**src/common/pvms_pkg.sv**
```systemverilog
// Constants and types for the vendor management status register slice.
// Assumes an APB master that places the device address and register index in paddr.
package pvms_pkg;

	////////////////////////////////////////////////////////////////////////////
	// Address layout: paddr = {device, index, 2'b00}
	localparam int unsigned PVMS_ADDR_W = 23;
	localparam int unsigned PVMS_IDX_LSB = 2;
	localparam int unsigned PVMS_DEV_LSB = 18;
	localparam logic [4:0] PVMS_DEV_VND1 = 5'h1E;
	localparam logic [4:0] PVMS_DEV_VND2 = 5'h1F;

	// Register indices within their management device
	localparam logic [15:0] PVMS_IDX_LED = 16'h8C83;
	localparam logic [15:0] PVMS_IDX_ID_HIGH = 16'h0002;
	localparam logic [15:0] PVMS_IDX_ID_LOW = 16'h0003;
	localparam logic [15:0] PVMS_IDX_DEVS1 = 16'h0005;
	localparam logic [15:0] PVMS_IDX_DEVS2 = 16'h0006;
	localparam logic [15:0] PVMS_IDX_PRESENCE = 16'h0008;
	localparam logic [15:0] PVMS_IDX_STATUS = 16'h0011;
	localparam logic [15:0] PVMS_IDX_MASK = 16'h0021;

	////////////////////////////////////////////////////////////////////////////
	// Reset and constant values
	localparam logic [15:0] PVMS_LED_RST = 16'h0000;
	localparam logic [15:0] PVMS_DEVS1_VAL = 16'h008B;
	localparam logic [15:0] PVMS_DEVS2_VAL = 16'hC000;
	localparam logic [15:0] PVMS_PRESENCE_VAL = 16'h8000;
	localparam logic [15:0] PVMS_STATUS_RST = 16'h0000;
	localparam logic [15:0] PVMS_MASK_RST = 16'h2402;

	////////////////////////////////////////////////////////////////////////////
	// Field positions
	localparam int unsigned PVMS_LED_W = 2;
	localparam int unsigned PVMS_LED_A_LSB = 0;
	localparam int unsigned PVMS_LED_B_LSB = 2;
	localparam int unsigned PVMS_ORG_LSB = 10;
	localparam int unsigned PVMS_MODEL_LSB = 4;
	localparam int unsigned PVMS_REV_LSB = 0;
	localparam int unsigned PVMS_BIT_FATAL = 15;
	localparam int unsigned PVMS_BIT_FRAME = 14;
	localparam int unsigned PVMS_BIT_BUFFER = 13;
	localparam int unsigned PVMS_BIT_NEGO = 11;
	localparam int unsigned PVMS_BIT_LINK = 1;
	localparam int unsigned PVMS_BIT_MASK_SC = 15;

	typedef enum logic [1:0]
	{
		PVMS_POL_AUTO = 2'h0,
		PVMS_POL_HIGH = 2'h1,
		PVMS_POL_LOW = 2'h2
	} pvms_pol_e;

	typedef struct packed
	{
		logic fatal_error_event;
		logic frame_check_gen_event;
		logic host_buffer_error_event;
		logic negotiation_change_event;
		logic link_change_event;
	} pvms_evt_s;

endpackage

```
**src/rtl/pvms_regs.sv**
```systemverilog
// Vendor management register slice: LED drive sense, identity, devices-present
// words, presence status and the latched event status with its enable mask.
// Assumes an APB master on pclk; event inputs are one-cycle pulses on pclk.
//
// How it works
// Each LED has a 2-bit sense code: 0 autosense, 1 active high, 2 active low.
// The LED sense register resets to zero, so both LEDs autosense.
// The high identifier word is a fixed read-only value.
// The low identifier word holds organisation, model and revision fields, fixed.
// Devices-present word 1 reads constant 0x008B.
// Devices-present word 2 reads constant 0xC000.
// Presence field bits 15:14 reads 2'b10; bits 13:0 read zero.
// Status bits latch on events and clear when software reads them.
// Status bits latch whatever the mask; the mask only gates the interrupt.
// Reserved status bit is set only by a fatal internal error.
// Bit 14 latches frame check/generate events, bit 13 buffer errors.
// Bit 11 latches negotiation changes, bit 1 link changes; reset zero.
// Mask gates status bits onto the interrupt; resets to 0x2402.
// An event during the clearing read stays latched afterwards.
//
// Decided for this implementation: the APB interface to the registers.
`timescale 1ns/1ps
module pvms_regs
	import pvms_pkg::*;
#(
	parameter logic [15:0] ID_HIGH = 16'h1234,  // Arbitrary value
	parameter logic [5:0] ORG_SLICE = 6'h15,    // Arbitrary value
	parameter logic [5:0] MODEL = 6'h0A,        // Arbitrary value
	parameter logic [3:0] REVISION = 4'h3,      // Arbitrary value
	parameter int unsigned NUM_LEDS = 2
)
(
	input wire logic pclk,
	input wire logic presetn,
	input wire logic psel,
	input wire logic penable,
	input wire logic pwrite,
	input wire logic [PVMS_ADDR_W-1:0] paddr,
	input wire logic [31:0] pwdata,
	input wire logic [3:0] pstrb,
	output logic pready,
	output logic [31:0] prdata,
	output logic pslverr,
	input wire pvms_evt_s events,
	input wire logic [NUM_LEDS-1:0] led_request,
	input wire logic [NUM_LEDS-1:0] led_sensed_low,
	output logic [NUM_LEDS-1:0] led_drive,
	output logic irq
);

	////////////////////////////////////////////////////////////////////////////
	// Address decode

	function automatic logic reg_hit(input logic [PVMS_ADDR_W-1:0] addr,
		input logic [4:0] dev, input logic [15:0] idx);
		reg_hit = (addr[PVMS_DEV_LSB +: 5] == dev) &&
			(addr[PVMS_IDX_LSB +: 16] == idx) && (addr[1:0] == 2'h0);
	endfunction

	logic [15:0] led_reg;
	logic [15:0] status_reg;
	logic [15:0] status_next;
	logic [15:0] mask_reg;
	logic [31:0] prdata_reg;
	logic pslverr_reg;
	logic [NUM_LEDS-1:0] led_drive_reg;
	logic irq_reg;
	logic [15:0] id_low;
	logic [15:0] rd_value;
	logic rd_mapped;
	logic wr_allowed;
	logic setup_phase;
	logic access_phase;
	logic wr_led;
	logic wr_mask;
	logic rd_clear;
	logic [15:0] ev_vec;
	logic [15:0] wr_word;

	assign setup_phase = psel && !penable;
	assign access_phase = psel && penable;

	assign id_low = {ORG_SLICE, MODEL, REVISION};

	// Byte lanes 0 and 1 carry the 16-bit registers
	assign wr_word = {pstrb[1] ? pwdata[15:8] : mask_reg[15:8],
		pstrb[0] ? pwdata[7:0] : mask_reg[7:0]};

	////////////////////////////////////////////////////////////////////////////
	// Read mux, sampled in the setup cycle

	always_comb
	begin
		rd_value = 16'h0000;
		rd_mapped = 1'b1;
		wr_allowed = 1'b0;
		if (reg_hit(paddr, PVMS_DEV_VND1, PVMS_IDX_LED))
		begin
			rd_value = {12'h000, led_reg[3:0]};
			wr_allowed = 1'b1;
		end
		else if (reg_hit(paddr, PVMS_DEV_VND2, PVMS_IDX_ID_HIGH))
			rd_value = ID_HIGH;
		else if (reg_hit(paddr, PVMS_DEV_VND2, PVMS_IDX_ID_LOW))
			rd_value = id_low;
		else if (reg_hit(paddr, PVMS_DEV_VND2, PVMS_IDX_DEVS1))
			rd_value = PVMS_DEVS1_VAL;
		else if (reg_hit(paddr, PVMS_DEV_VND2, PVMS_IDX_DEVS2))
			rd_value = PVMS_DEVS2_VAL;
		else if (reg_hit(paddr, PVMS_DEV_VND2, PVMS_IDX_PRESENCE))
			rd_value = PVMS_PRESENCE_VAL;
		else if (reg_hit(paddr, PVMS_DEV_VND2, PVMS_IDX_STATUS))
			rd_value = status_reg;
		else if (reg_hit(paddr, PVMS_DEV_VND2, PVMS_IDX_MASK))
		begin
			rd_value = mask_reg;
			wr_allowed = 1'b1;
		end
		else
			rd_mapped = 1'b0;
	end

	////////////////////////////////////////////////////////////////////////////
	// APB answer: zero wait states, data captured in setup

	always_ff @(posedge pclk or negedge presetn)
	begin
		if (!presetn)
		begin
			prdata_reg <= 32'h00000000;
			pslverr_reg <= 1'b0;
		end
		else if (setup_phase)
		begin
			// Writes to read-only words and unmapped addresses are refused
			prdata_reg <= (pwrite || !rd_mapped) ? 32'h00000000 : {16'h0000, rd_value};
			pslverr_reg <= pwrite ? !wr_allowed : !rd_mapped;
		end
	end

	assign pready = 1'b1;
	assign prdata = prdata_reg;
	assign pslverr = pslverr_reg;

	assign wr_led = access_phase && pwrite && !pslverr_reg &&
		reg_hit(paddr, PVMS_DEV_VND1, PVMS_IDX_LED);
	assign wr_mask = access_phase && pwrite && !pslverr_reg &&
		reg_hit(paddr, PVMS_DEV_VND2, PVMS_IDX_MASK);
	assign rd_clear = access_phase && !pwrite &&
		reg_hit(paddr, PVMS_DEV_VND2, PVMS_IDX_STATUS);

	////////////////////////////////////////////////////////////////////////////
	// LED drive sense register

	always_ff @(posedge pclk or negedge presetn)
	begin
		if (!presetn)
			led_reg <= PVMS_LED_RST;
		else if (wr_led && pstrb[0])
			led_reg <= {12'h000, pwdata[3:0]};
	end

	// Codes other than forced high or low fall back to the sensed wiring
	for (genvar i = 0; i < NUM_LEDS; i++)
	begin : g_led
		pvms_pol_e code;
		logic active_low;
		assign code = pvms_pol_e'(led_reg[PVMS_LED_A_LSB + i*PVMS_LED_W +: PVMS_LED_W]);
		assign active_low = (code == PVMS_POL_LOW) ||
			((code != PVMS_POL_HIGH) && led_sensed_low[i]);

		always_ff @(posedge pclk or negedge presetn)
		begin
			if (!presetn)
				led_drive_reg[i] <= 1'b0;
			else
				led_drive_reg[i] <= led_request[i] ^ active_low;
		end
	end

	assign led_drive = led_drive_reg;

	////////////////////////////////////////////////////////////////////////////
	// Event status, clear on read

	always_comb
	begin
		ev_vec = 16'h0000;
		ev_vec[PVMS_BIT_FATAL] = events.fatal_error_event;
		ev_vec[PVMS_BIT_FRAME] = events.frame_check_gen_event;
		ev_vec[PVMS_BIT_BUFFER] = events.host_buffer_error_event;
		ev_vec[PVMS_BIT_NEGO] = events.negotiation_change_event;
		ev_vec[PVMS_BIT_LINK] = events.link_change_event;
	end

	// Only bits the reader actually saw are cleared, and new events win
	always_comb
	begin
		status_next = status_reg;
		if (rd_clear)
			status_next = status_reg & ~prdata_reg[15:0];
		status_next = status_next | ev_vec;
	end

	always_ff @(posedge pclk or negedge presetn)
	begin
		if (!presetn)
			status_reg <= PVMS_STATUS_RST;
		else
			status_reg <= status_next;
	end

	////////////////////////////////////////////////////////////////////////////
	// Enable mask and interrupt

	always_ff @(posedge pclk or negedge presetn)
	begin
		if (!presetn)
			mask_reg <= PVMS_MASK_RST;
		else if (wr_mask)
			mask_reg <= wr_word;
		else
			mask_reg[PVMS_BIT_MASK_SC] <= 1'b0;
	end

	always_ff @(posedge pclk or negedge presetn)
	begin
		if (!presetn)
			irq_reg <= 1'b0;
		else
			irq_reg <= |(status_next & mask_reg);
	end

	assign irq = irq_reg;

endmodule // pvms_regs

```
**config.mk**
```make
export PLATFORM = sky130hd
export DESIGN_NAME = pvms_regs
export DESIGN_NICKNAME = d
export VERILOG_FILES = /design/src/common/pvms_pkg.sv /design/src/rtl/pvms_regs.sv
export SDC_FILE = /design/constraint.sdc
export NUM_CORES = 1
export LEC_CHECK = 0
export ABC_AREA = 1
export BUFFER_PORTS_ARGS = -buffer_cell sky130_fd_sc_hd__buf_2
export CAP_MARGIN = 20
export CORE_ASPECT_RATIO = 0.8
export CORE_UTILIZATION = 43
export DETAILED_ROUTE_END_ITERATION = 8
export GPL_ROUTABILITY_DRIVEN = 0
export PLACE_DENSITY = 0.78
export SETUP_SLACK_MARGIN = 0.5
export SLEW_MARGIN = 5
export SYNTH_ARGS = -nofsm -noshare
export SYNTH_HDL_FRONTEND = slang
export SYNTH_SLANG_ARGS = --single-unit
```
**constraint.sdc**
```tcl
create_clock -name pclk -period 1.9 [get_ports pclk]
set_input_delay 0.38 -clock pclk [delete_from_list [all_inputs] [get_ports pclk]]
set_output_delay 0.38 -clock pclk [all_outputs]
set_load 0.01 [all_outputs]
```
# Word level (Yosys, flattened, before mapping)
# Cells that the tools add are included.
[op_classes] n_shift=0 muxes=28 n_mul=0 n_eq_ne=15 magnitude_cmp=0 add_sub_neg=0 div=0 n_bitwise=6 reduce_logical=39
[op_table] cell="two-way mux 16 bit" count=10
[op_table] cell="AND 16 bit" count=2
[op_table] cell="== test 16 x 2 -> 1 bit (second input constant)" count=2
[op_table] cell="== test 16 x 3 -> 1 bit (second input constant)" count=2
[op_table] cell="logical AND 1 bit" count=27
[op_table] cell="two-way mux 1 bit" count=17
[op_table] cell="== test 16 bit (second input constant)" count=1
[op_table] cell="== test 16 x 4 -> 1 bit (second input constant)" count=1
[op_table] cell="== test 16 x 5 -> 1 bit (second input constant)" count=1
[op_table] cell="== test 16 x 6 -> 1 bit (second input constant)" count=1
[op_table] cell="NOT 16 bit" count=1
[op_table] cell="bitwise OR 16 bit" count=1
[op_table] cell="OR reduction 16 bit" count=1
[op_table] cell="== test 5 bit (second input constant)" count=2
[op_table] cell="two-way mux 8 bit" count=1
[op_table] cell="logical NOT 1 bit" count=5
[op_table] cell="== test 2 bit (second input constant)" count=2
[op_table] cell="inequality test 2 x 1 -> 1 bit (second input constant)" count=2
[op_table] cell="AND reduction 2 bit" count=2
[op_table] cell="logical OR 1 bit" count=3
[op_table] cell="logical NOT 2 bit" count=1
[op_table] cell="inequality test 2 bit (second input constant)" count=1
[op_table] cell="bitwise XOR 1 bit" count=2
[word_totals] ff_bits=72 ram_bits=0 mem_count=0 latch_bits=0 wordCells=98 output_inout_bits=37 rom_bits=0 inputBits=73

# Depth between registers and ports, before layout
# Gate-level depths: netlist (run 1).
[logic_depth] depth_word=14 ltp_mapped=14

# Worst setup path after synthesis (run 1)
# No wires, ideal clock.
[synth_timing] path_kind="input-to-reg" startpoint="input paddr[15]" endpoint="register irq_reg, in the netlist irq" required_time_ps=1781 n_path_buf=1 stages=11 slack_ps=274 arrival_time_ps=1507 cell_sequence="nor2_1 -> nand3_1 -> nor2_2 -> buf_2 -> nand4_1 -> nand3_1 -> nand2_1 -> nor2_1 -> nand2_1 -> nor2_1 -> nand2_1"
[synth_via] elab_chain_len=8
[synth_lines] item="from (decl)" line="pvms_regs.sv:38" source="input wire logic [PVMS_ADDR_W-1:0] paddr,"
[synth_lines] item="== test 16 x 5 -> 1 bit" line="pvms_regs.sv:57" source="(addr[PVMS_IDX_LSB +: 16] == idx) && (addr[1:0] == 2'h0);"
[synth_lines] item="logical AND 1 bit" line="pvms_regs.sv:56" source="reg_hit = (addr[PVMS_DEV_LSB +: 5] == dev) &&"
[synth_lines] item="logical AND 1 bit" line="pvms_regs.sv:57"
[synth_lines] item="logical AND 1 bit" line="pvms_regs.sv:149" source="assign rd_clear = access_phase && !pwrite &&"
[synth_lines] item="two-way mux 16 bit" line="pvms_regs.sv:200" source="if (rd_clear)"
[synth_lines] item="bitwise OR 16 bit" line="pvms_regs.sv:202" source="status_next = status_next | ev_vec;"
[synth_lines] item="AND 16 bit" line="pvms_regs.sv:231" source="irq_reg <= |(status_next & mask_reg);"
[synth_lines] item="OR reduction 16 bit" line="pvms_regs.sv:231"
[synth_lines] item="to (signal assigned)" line="pvms_regs.sv:231"
[synth_lines] item="to (decl)" line="pvms_regs.sv:67" source="logic irq_reg;"
# Every way passes these cells.
# A chain may end at the register's enable or synchronous reset.

# Worst setup path in the final report (run 1)
[layout_timing] startpoint="input paddr[13]" endpoint="register irq_reg, in the netlist irq"
[layout_via] elab_chain_len=8
[layout_lines] item="== test 16 x 5 -> 1 bit" line="pvms_regs.sv:57"
[layout_lines] item="logical AND 1 bit" line="pvms_regs.sv:56"
[layout_lines] item="logical AND 1 bit" line="pvms_regs.sv:57"
[layout_lines] item="logical AND 1 bit" line="pvms_regs.sv:149"
[layout_lines] item="two-way mux 16 bit" line="pvms_regs.sv:200"
[layout_lines] item="bitwise OR 16 bit" line="pvms_regs.sv:202"
[layout_lines] item="net status_next[14]" line="pvms_regs.sv:62" source="logic [15:0] status_next;"
[layout_lines] item="AND 16 bit" line="pvms_regs.sv:231"
[layout_lines] item="OR reduction 16 bit" line="pvms_regs.sv:231"
# The timed path passes the listed nets, and every way through them passes these cells.

==> results of run 1 <==
[layout make-up]
class                   instances  share of cell area, %
multi-input cells             316                  40.36
well taps                      87                  2.425
repair buffers                114                  18.23
flip-flops and latches         56                  31.30
clock inverters                 2                 0.3066
inverters                      59                  5.546
clock buffers                   6                  1.839
[layout by cell type, fill, tap and decap left out, types with 2 or more instances in the layout]
cell	Yosys	layout
xnor2_1	2	2
buf_12	0	2
inv_2	2	9
inv_1	55	44
nand4_1	17	17
buf_8	0	2
nor3_2	0	2
o21ai_1	0	3
dfstp_2	3	3
nand3_1	44	31
o211ai_1	3	3
nand2_4	2	4
mux2_2	7	7
nand2_2	2	16
a21oi_1	5	3
buf_6	2	20
clkinv_2	0	3
nor3_1	8	6
buf_4	17	29
nand2_1	141	125
dfrtp_1	53	53
nor2_4	4	15
inv_4	0	2
mux2i_1	5	5
a21oi_2	0	2
nand3_2	1	9
nor2_2	4	8
nand3_4	0	5
a22o_1	4	4
nor2_1	37	22
o21ai_0	8	4
conb_1	2	17
buf_2	1	61
clkbuf_8	0	6
[per-stage QoR]
stage	hold slack [ns]	TNS (ns)	worst slack (ns)	util, %
2_1_floorplan	0.08441	0	0.3582	-
3_3_place_gp	0.3971	-0.008849	-0.008849	54.74
3_5_place_dp	0.4032	-0.1541	-0.03084	54.74
4_1_cts	0.05548	0	0.3956	60.49
5_1_grt	0.06461	0	0.2341	63.28
6_report	0.04628	0	0.3341	63.28
[cells in the mapped netlist, types with 2 or more instances]
cell / instances / share of area (%)
a21oi_1: 5 / 0.77
a22o_1: 4 / 1.1
buf_4: 17 / 3.9
buf_6: 2 / 0.69
clkbuf_1: 3 / 0.35
clkinv_1: 2 / 0.23
conb_1: 2 / 0.23
dfrtp_1: 53 / 41
dfstp_2: 3 / 2.4
inv_1: 55 / 6.3
inv_2: 2 / 0.23
mux2_2: 7 / 2.4
mux2i_1: 5 / 1.5
nand2_1: 141 / 16
nand2_2: 2 / 0.38
nand2_4: 2 / 0.69
nand3_1: 44 / 6.8
nand4_1: 17 / 3.3
nor2_1: 37 / 4.3
nor2_2: 4 / 0.77
nor2_4: 4 / 1.4
nor3_1: 8 / 1.2
o211ai_1: 3 / 0.69
o21ai_0: 8 / 1.2
xnor2_1: 2 / 0.54
[critical path: cells and delay by family]
kind	cells	cell delay, ns
and+or+nand+nor	13	1.26
buffers and inverters	2	0.14
[per-layer routing]
layer | vias to the layer above | track usage (%) | share of wire [%]
met4 | 0 | 5.882 | 2.3
met1 | 1602 | 30.80 | 42
met5 | - | 0 | 0
met3 | 29 | 4.203 | 7.3
li1 | 1589 | - | -
met2 | 182 | 40.42 | 48
[worst min-delay path by stage]
stage / from / endpoint / cells after the start
5_1_grt: presetn / mask_reg[7] / 2
3_5_place_dp: presetn / mask_reg[0] / 2
2_1_floorplan: presetn / irq / 0
6_report: presetn / mask_reg[0] / 2
4_1_cts: presetn / led_reg[0] / 2
3_3_place_gp: presetn / mask_reg[7] / 2
[logic make-up after synthesis]
group	synth area share, %
and+or+nand+nor	36.43
buffers and inverters	11.91
DFF	43.16
AOI/OAI and AO/OA	3.766
muxes	3.959
xor gates and xnor gates	0.5381
other	0.2307
[where the power goes]
part | internal [mW] | total (mW) | switching (mW) | leakage [nW]
registers | 1.20 | 1.20 | 0.00367 | 0.738
clock network | 0.299 | 0.710 | 0.410 | 0.0516
logic | 0.118 | 0.280 | 0.163 | 1.73
total | 1.62 | 2.19 | 0.577 | 2.52
[repair_timing]
action / 4_1_cts / 5_1_grt
gates cloned: 1 / 0
pin swaps: 30 / 40
endpoints found under the hold margin: 0 / 0
buffers inserted: 12 / 4
resized for setup: 54 / 51
setup endpoints to repair: 37 / 38
==> flow_metrics.env, run 1 <==
export IMPL_drtAntennaViolNets=0
export IMPL_path_cells="buf_8, inv_2, nand2_1, nor2_1, nand2_2, nor2_4, nand2_4, nor2_4, nand2_1, nand2_1, nand2_2, nand2_1, nand2_2, nor2_1, nand2_1"
export IMPL_dr_pass1_iters=5
export IMPL_rr_endpoint="mask_reg[14]"
export IMPL_peakVddDrop_uv=370.2
export IMPL_die_h_um=79.83
export IMPL_routed_wl_mm=9.628
export IMPL_post_place_cells=615
export IMPL_yosysWarningCount=0
export IMPL_critPathCapture="irq"
export IMPL_clock_sinks=56
export IMPL_synth_async_reset_ratio_pct=100.0
export IMPL_clkSlewWorstSetupHoldPaths_ns=0.10
export IMPL_place_area_um2=3884
export IMPL_cts_htree_levels=2
export IMPL_reg2reg_from="pslverr"
export IMPL_rows=27
export IMPL_grt_pass1_vias=3210
export IMPL_num_vias=3402
export IMPL_yosysSeqAreaShare_pct=43.16
export IMPL_powerDensity_nw_per_um2=488.2
export IMPL_overflow=0
export IMPL_dominantRegCellSynth="dfrtp_1"
export IMPL_grt_max_degree=57
export IMPL_initialDrtViolationCount=371
export IMPL_grt_pass1_wl_mm=14.69
export IMPL_dp_hpwl_mm=6.624
export IMPL_grt_usage_pct=23.53
export IMPL_final_nets=625
export IMPL_cp_arrival_ns=1.78
export IMPL_start_kind="input pin"
export IMPL_rrSetupSlack_ns=0.35
export IMPL_cts_buffers=5
export IMPL_design_area_um2=4489
export IMPL_crit_path_end_kind="flop"
export IMPL_seq_area_um2=1405
export IMPL_cts_path_max_buffers=2
export IMPL_rr_worst_depth=5
export IMPL_hold_violations=0
export IMPL_max_stage_delay_ns=0.21
export IMPL_min_period_ns=1.566
export IMPL_crit_fanout=5
export IMPL_cpMaxStageDelayCell="nor2_4"
export IMPL_setup_viol=0
export IMPL_required_ns=2.12
export IMPL_io_buffers=74
export IMPL_viasPerCell=5.316
export IMPL_nFillCells=595
export IMPL_synth_edff_count=0
export IMPL_antenna_found_initial=0
export IMPL_io_pins=110
export IMPL_synthesis_area_um2=3256
export IMPL_wire_per_inst_um=15.04
export IMPL_fin_crit_sh_pct=82.41
export IMPL_instances_no_fill=640
export IMPL_cts_tree="yes"
export IMPL_status="finished clean"
export IMPL_initial_core_util_pct=45.89
export IMPL_antenna_cells=0
export IMPL_synth_cells=438
export IMPL_dieArea_um2=7925
export IMPL_total_power_mw=2.192
export IMPL_synth_distinct_cells=31
export IMPL_maxCapViolations=0
export IMPL_drc_errors=0
export IMPL_crit_start="paddr[13]"
export IMPL_clock_latency_ns=0.32
export IMPL_path_common_cell="nand2_1"
export IMPL_synth_area_per_cell_um2=7.433
export IMPL_grt_setup_unrepaired="yes"
export IMPL_cts_root_buf="clkbuf_8"
export IMPL_slew_viol_final=0
export IMPL_multi_input_area_um2=1812
export IMPL_coreArea_um2=7094
export IMPL_cts_hold_buf=0
export IMPL_die_w_um=99.29
export IMPL_area_growth_syn_to_layout_pct=37.89
export IMPL_critPathKind="input pin to flop"
export IMPL_synth_seq_cells=56
export IMPL_layout_drive_gt1_share_pct=38.34
export IMPL_clock_skew_ns=0.007005
export IMPL_leakage_nw=2.517
export IMPL_hp_class="input pin to asynchronous set/reset pin"
export IMPL_timing_fmax_mhz=638.6
Power figures use the tool's default switching activity.
==> inputs of run 2 (changes only) <==
==> constraint.sdc (replaced) <==
create_clock -name pclk -period 1.6 [get_ports pclk]
set_input_delay 0.32 -clock pclk [delete_from_list [all_inputs] [get_ports pclk]]
set_output_delay 0.32 -clock pclk [all_outputs]
set_load 0.01 [all_outputs]
==> run 2 against run 1 <==
Compared with the run above:
- the run now ends with negative setup slack left
- hold slack better by 0.12 ns
- combinational power grew 38%
- worst setup slack worse by 0.39 ns
- register-to-register slack lost 0.28 ns
- non-clock buffer count up 40
- critical endpoint is now prdata[7]
==> flow_metrics.env, run 2 (synthesis results as in run 1) <==
export IMPL_layout_common_cells="nand2_1 (117), buf_2 (65), buf_4 (57)"
export IMPL_antenna_cells=0
export IMPL_whs_ns=0.1642
export IMPL_cts_root_buf="clkbuf_8"
export IMPL_grt_setup_unrepaired="yes"
export IMPL_dr_pass1_iters=5
export IMPL_viasPerCell=5.499
export IMPL_die_h_um=79.83
export IMPL_coreArea_um2=7094
export IMPL_crit_fanout=3
export IMPL_path_cells="buf_8, inv_4, nand2_2, nor2_2, nand2_2, buf_6, nor2_4, o211ai_1, nand2_1, nor2_4, nor3_4, buf_6, nand3_2, nand2_1"
export IMPL_grt_pass1_wl_mm=16.13
export IMPL_total_power_mw=2.802
export IMPL_clock_latency_ns=0.33
export IMPL_status="complete, but fails checks"
export IMPL_leakage_nw=2.817
export IMPL_fin_crit_sh_pct=103.2
export IMPL_hp_class="input pin to flop"
export IMPL_grt_pass1_vias=3491
export IMPL_grt_max_degree=57
export IMPL_initial_core_util_pct=45.89
export IMPL_clock_sinks=56
export IMPL_timing_fmax_mhz=605.5
export IMPL_final_common_cell="nand2_1"
export IMPL_crit_path_end_kind="flop"
export IMPL_min_period_ns=1.651
export IMPL_antenna_found_initial=0
export IMPL_cts_path_max_buffers=2
export IMPL_seq_area_um2=1405
export IMPL_io_pins=110
export IMPL_critical_path_buf_inv_count=4
export IMPL_cts_buffers=5
export IMPL_grt_usage_pct=26.66
export IMPL_wl_met2_mm=5.588
export IMPL_maxCapViolations=0
export IMPL_top_layer_used="met4"
export IMPL_rrSetupSlack_ns=0.07
export IMPL_slew_viol_final=0
export IMPL_cts_tree="yes"
export IMPL_multi_input_area_um2=2004
export IMPL_cts_htree_levels=2
export IMPL_layout_drive_gt1_share_pct=48.06
export IMPL_clock_skew_ns=0.01153
export IMPL_final_nets=665
export IMPL_wire_per_inst_um=17.12
export IMPL_powerDensity_nw_per_um2=557.3
export IMPL_routed_wl_mm=11.64
export IMPL_num_vias=3739
export IMPL_violations="negative setup slack"
export IMPL_nFillCells=502
export IMPL_overflow=0
export IMPL_dieArea_um2=7925
export IMPL_critPathKind="input pin to flop"
export IMPL_io_buffers=74
export IMPL_final_util_pct=70.86
export IMPL_wl_met3_mm=1.095
export IMPL_cp_arrival_ns=1.93
export IMPL_required_ns=1.88
export IMPL_dp_hpwl_mm=6.616
export IMPL_drt_met1_wl_mm=4.480
export IMPL_cpMaxStageDelayCell="nand2_1"
export IMPL_start_kind="input pin"
export IMPL_drc_errors=0
export IMPL_critical_path_top_delay_family="simple AND/OR/NAND/NOR gates"
export IMPL_fin_ws_ns=-0.05143
export IMPL_clkSlewWorstSetupHoldPaths_ns=0.10
export IMPL_hold_violations=0
export IMPL_max_stage_delay_ns=0.20
export IMPL_die_w_um=99.29
export IMPL_setup_viol=19
export IMPL_post_place_ws_ns=-0.2742
export IMPL_rows=27
export IMPL_drtAntennaViolNets=0
export IMPL_peakVddDrop_uv=475.0
export IMPL_area_growth_syn_to_layout_pct=54.42
export IMPL_initialDrtViolationCount=319
run 2: changes by cell type in the layout (fill, tap and decap cells not counted), sizes merged:
cell	before	now
buf	114	153
bufinv	0	1
clkinv	3	2
dlygate4sd3	0	1
run 2: timing repair:
| item | CTS | global route |
|---|---|---|
| gates resized for setup | 58 | 102 |
| buffers inserted | 19 | 14 |
| pin swaps | 30 | 48 |
| hold buffers | 1 | 0 |
| endpoints found under the setup margin | 74 | 74 |
| gates cloned | 2 | 0 |
| hold endpoints to repair | 43 | 0 |
run 2: power breakdown:
| part | switching (mW) | total, mW | internal, mW |
|---|---|---|---|
| registers | 0.00526 | 1.43 | 1.42 |
| logic | 0.224 | 0.386 | 0.161 |
| clock network | 0.514 | 0.988 | 0.474 |
run 2: per-layer routing:
layer,vias up,track usage [%]
li1,1673,-
met1,1754,32.40
met2,257,44.72
met3,55,6.042
met4,0,13.53
met5,-,0
run 2: stage by stage:
stage	instance area [um2]	TNS [ns]	cells
finish	5027	-0.2704	680
global route	5027	-2.948	680
CTS	4543	0	666
detailed placement	4049	-6.890	636
global placement	4049	-5.628	636
floorplan	3392	0	453
run 2: final timing paths:
kind,from,to,cells after the start
setup / recovery,paddr[13],prdata[7],14
hold / removal,led_request[0],led_drive[0],2
setup reg to reg,pslverr,mask_reg[5],7
hold reg to reg,status_reg[0],status_reg[0],2
max in group asynchronous,presetn,mask_reg[1],3
min in group asynchronous,presetn,mask_reg[7],3
run 2: layout make-up:
type / count / share of cell area [%]
clock buffer: 6 / 1.444
clock inverter: 2 / 0.7715
inverter: 59 / 4.928
multi-input combinational: 316 / 39.87
sequential: 56 / 27.95
tap: 87 / 2.165
timing repair buffer: 154 / 22.87
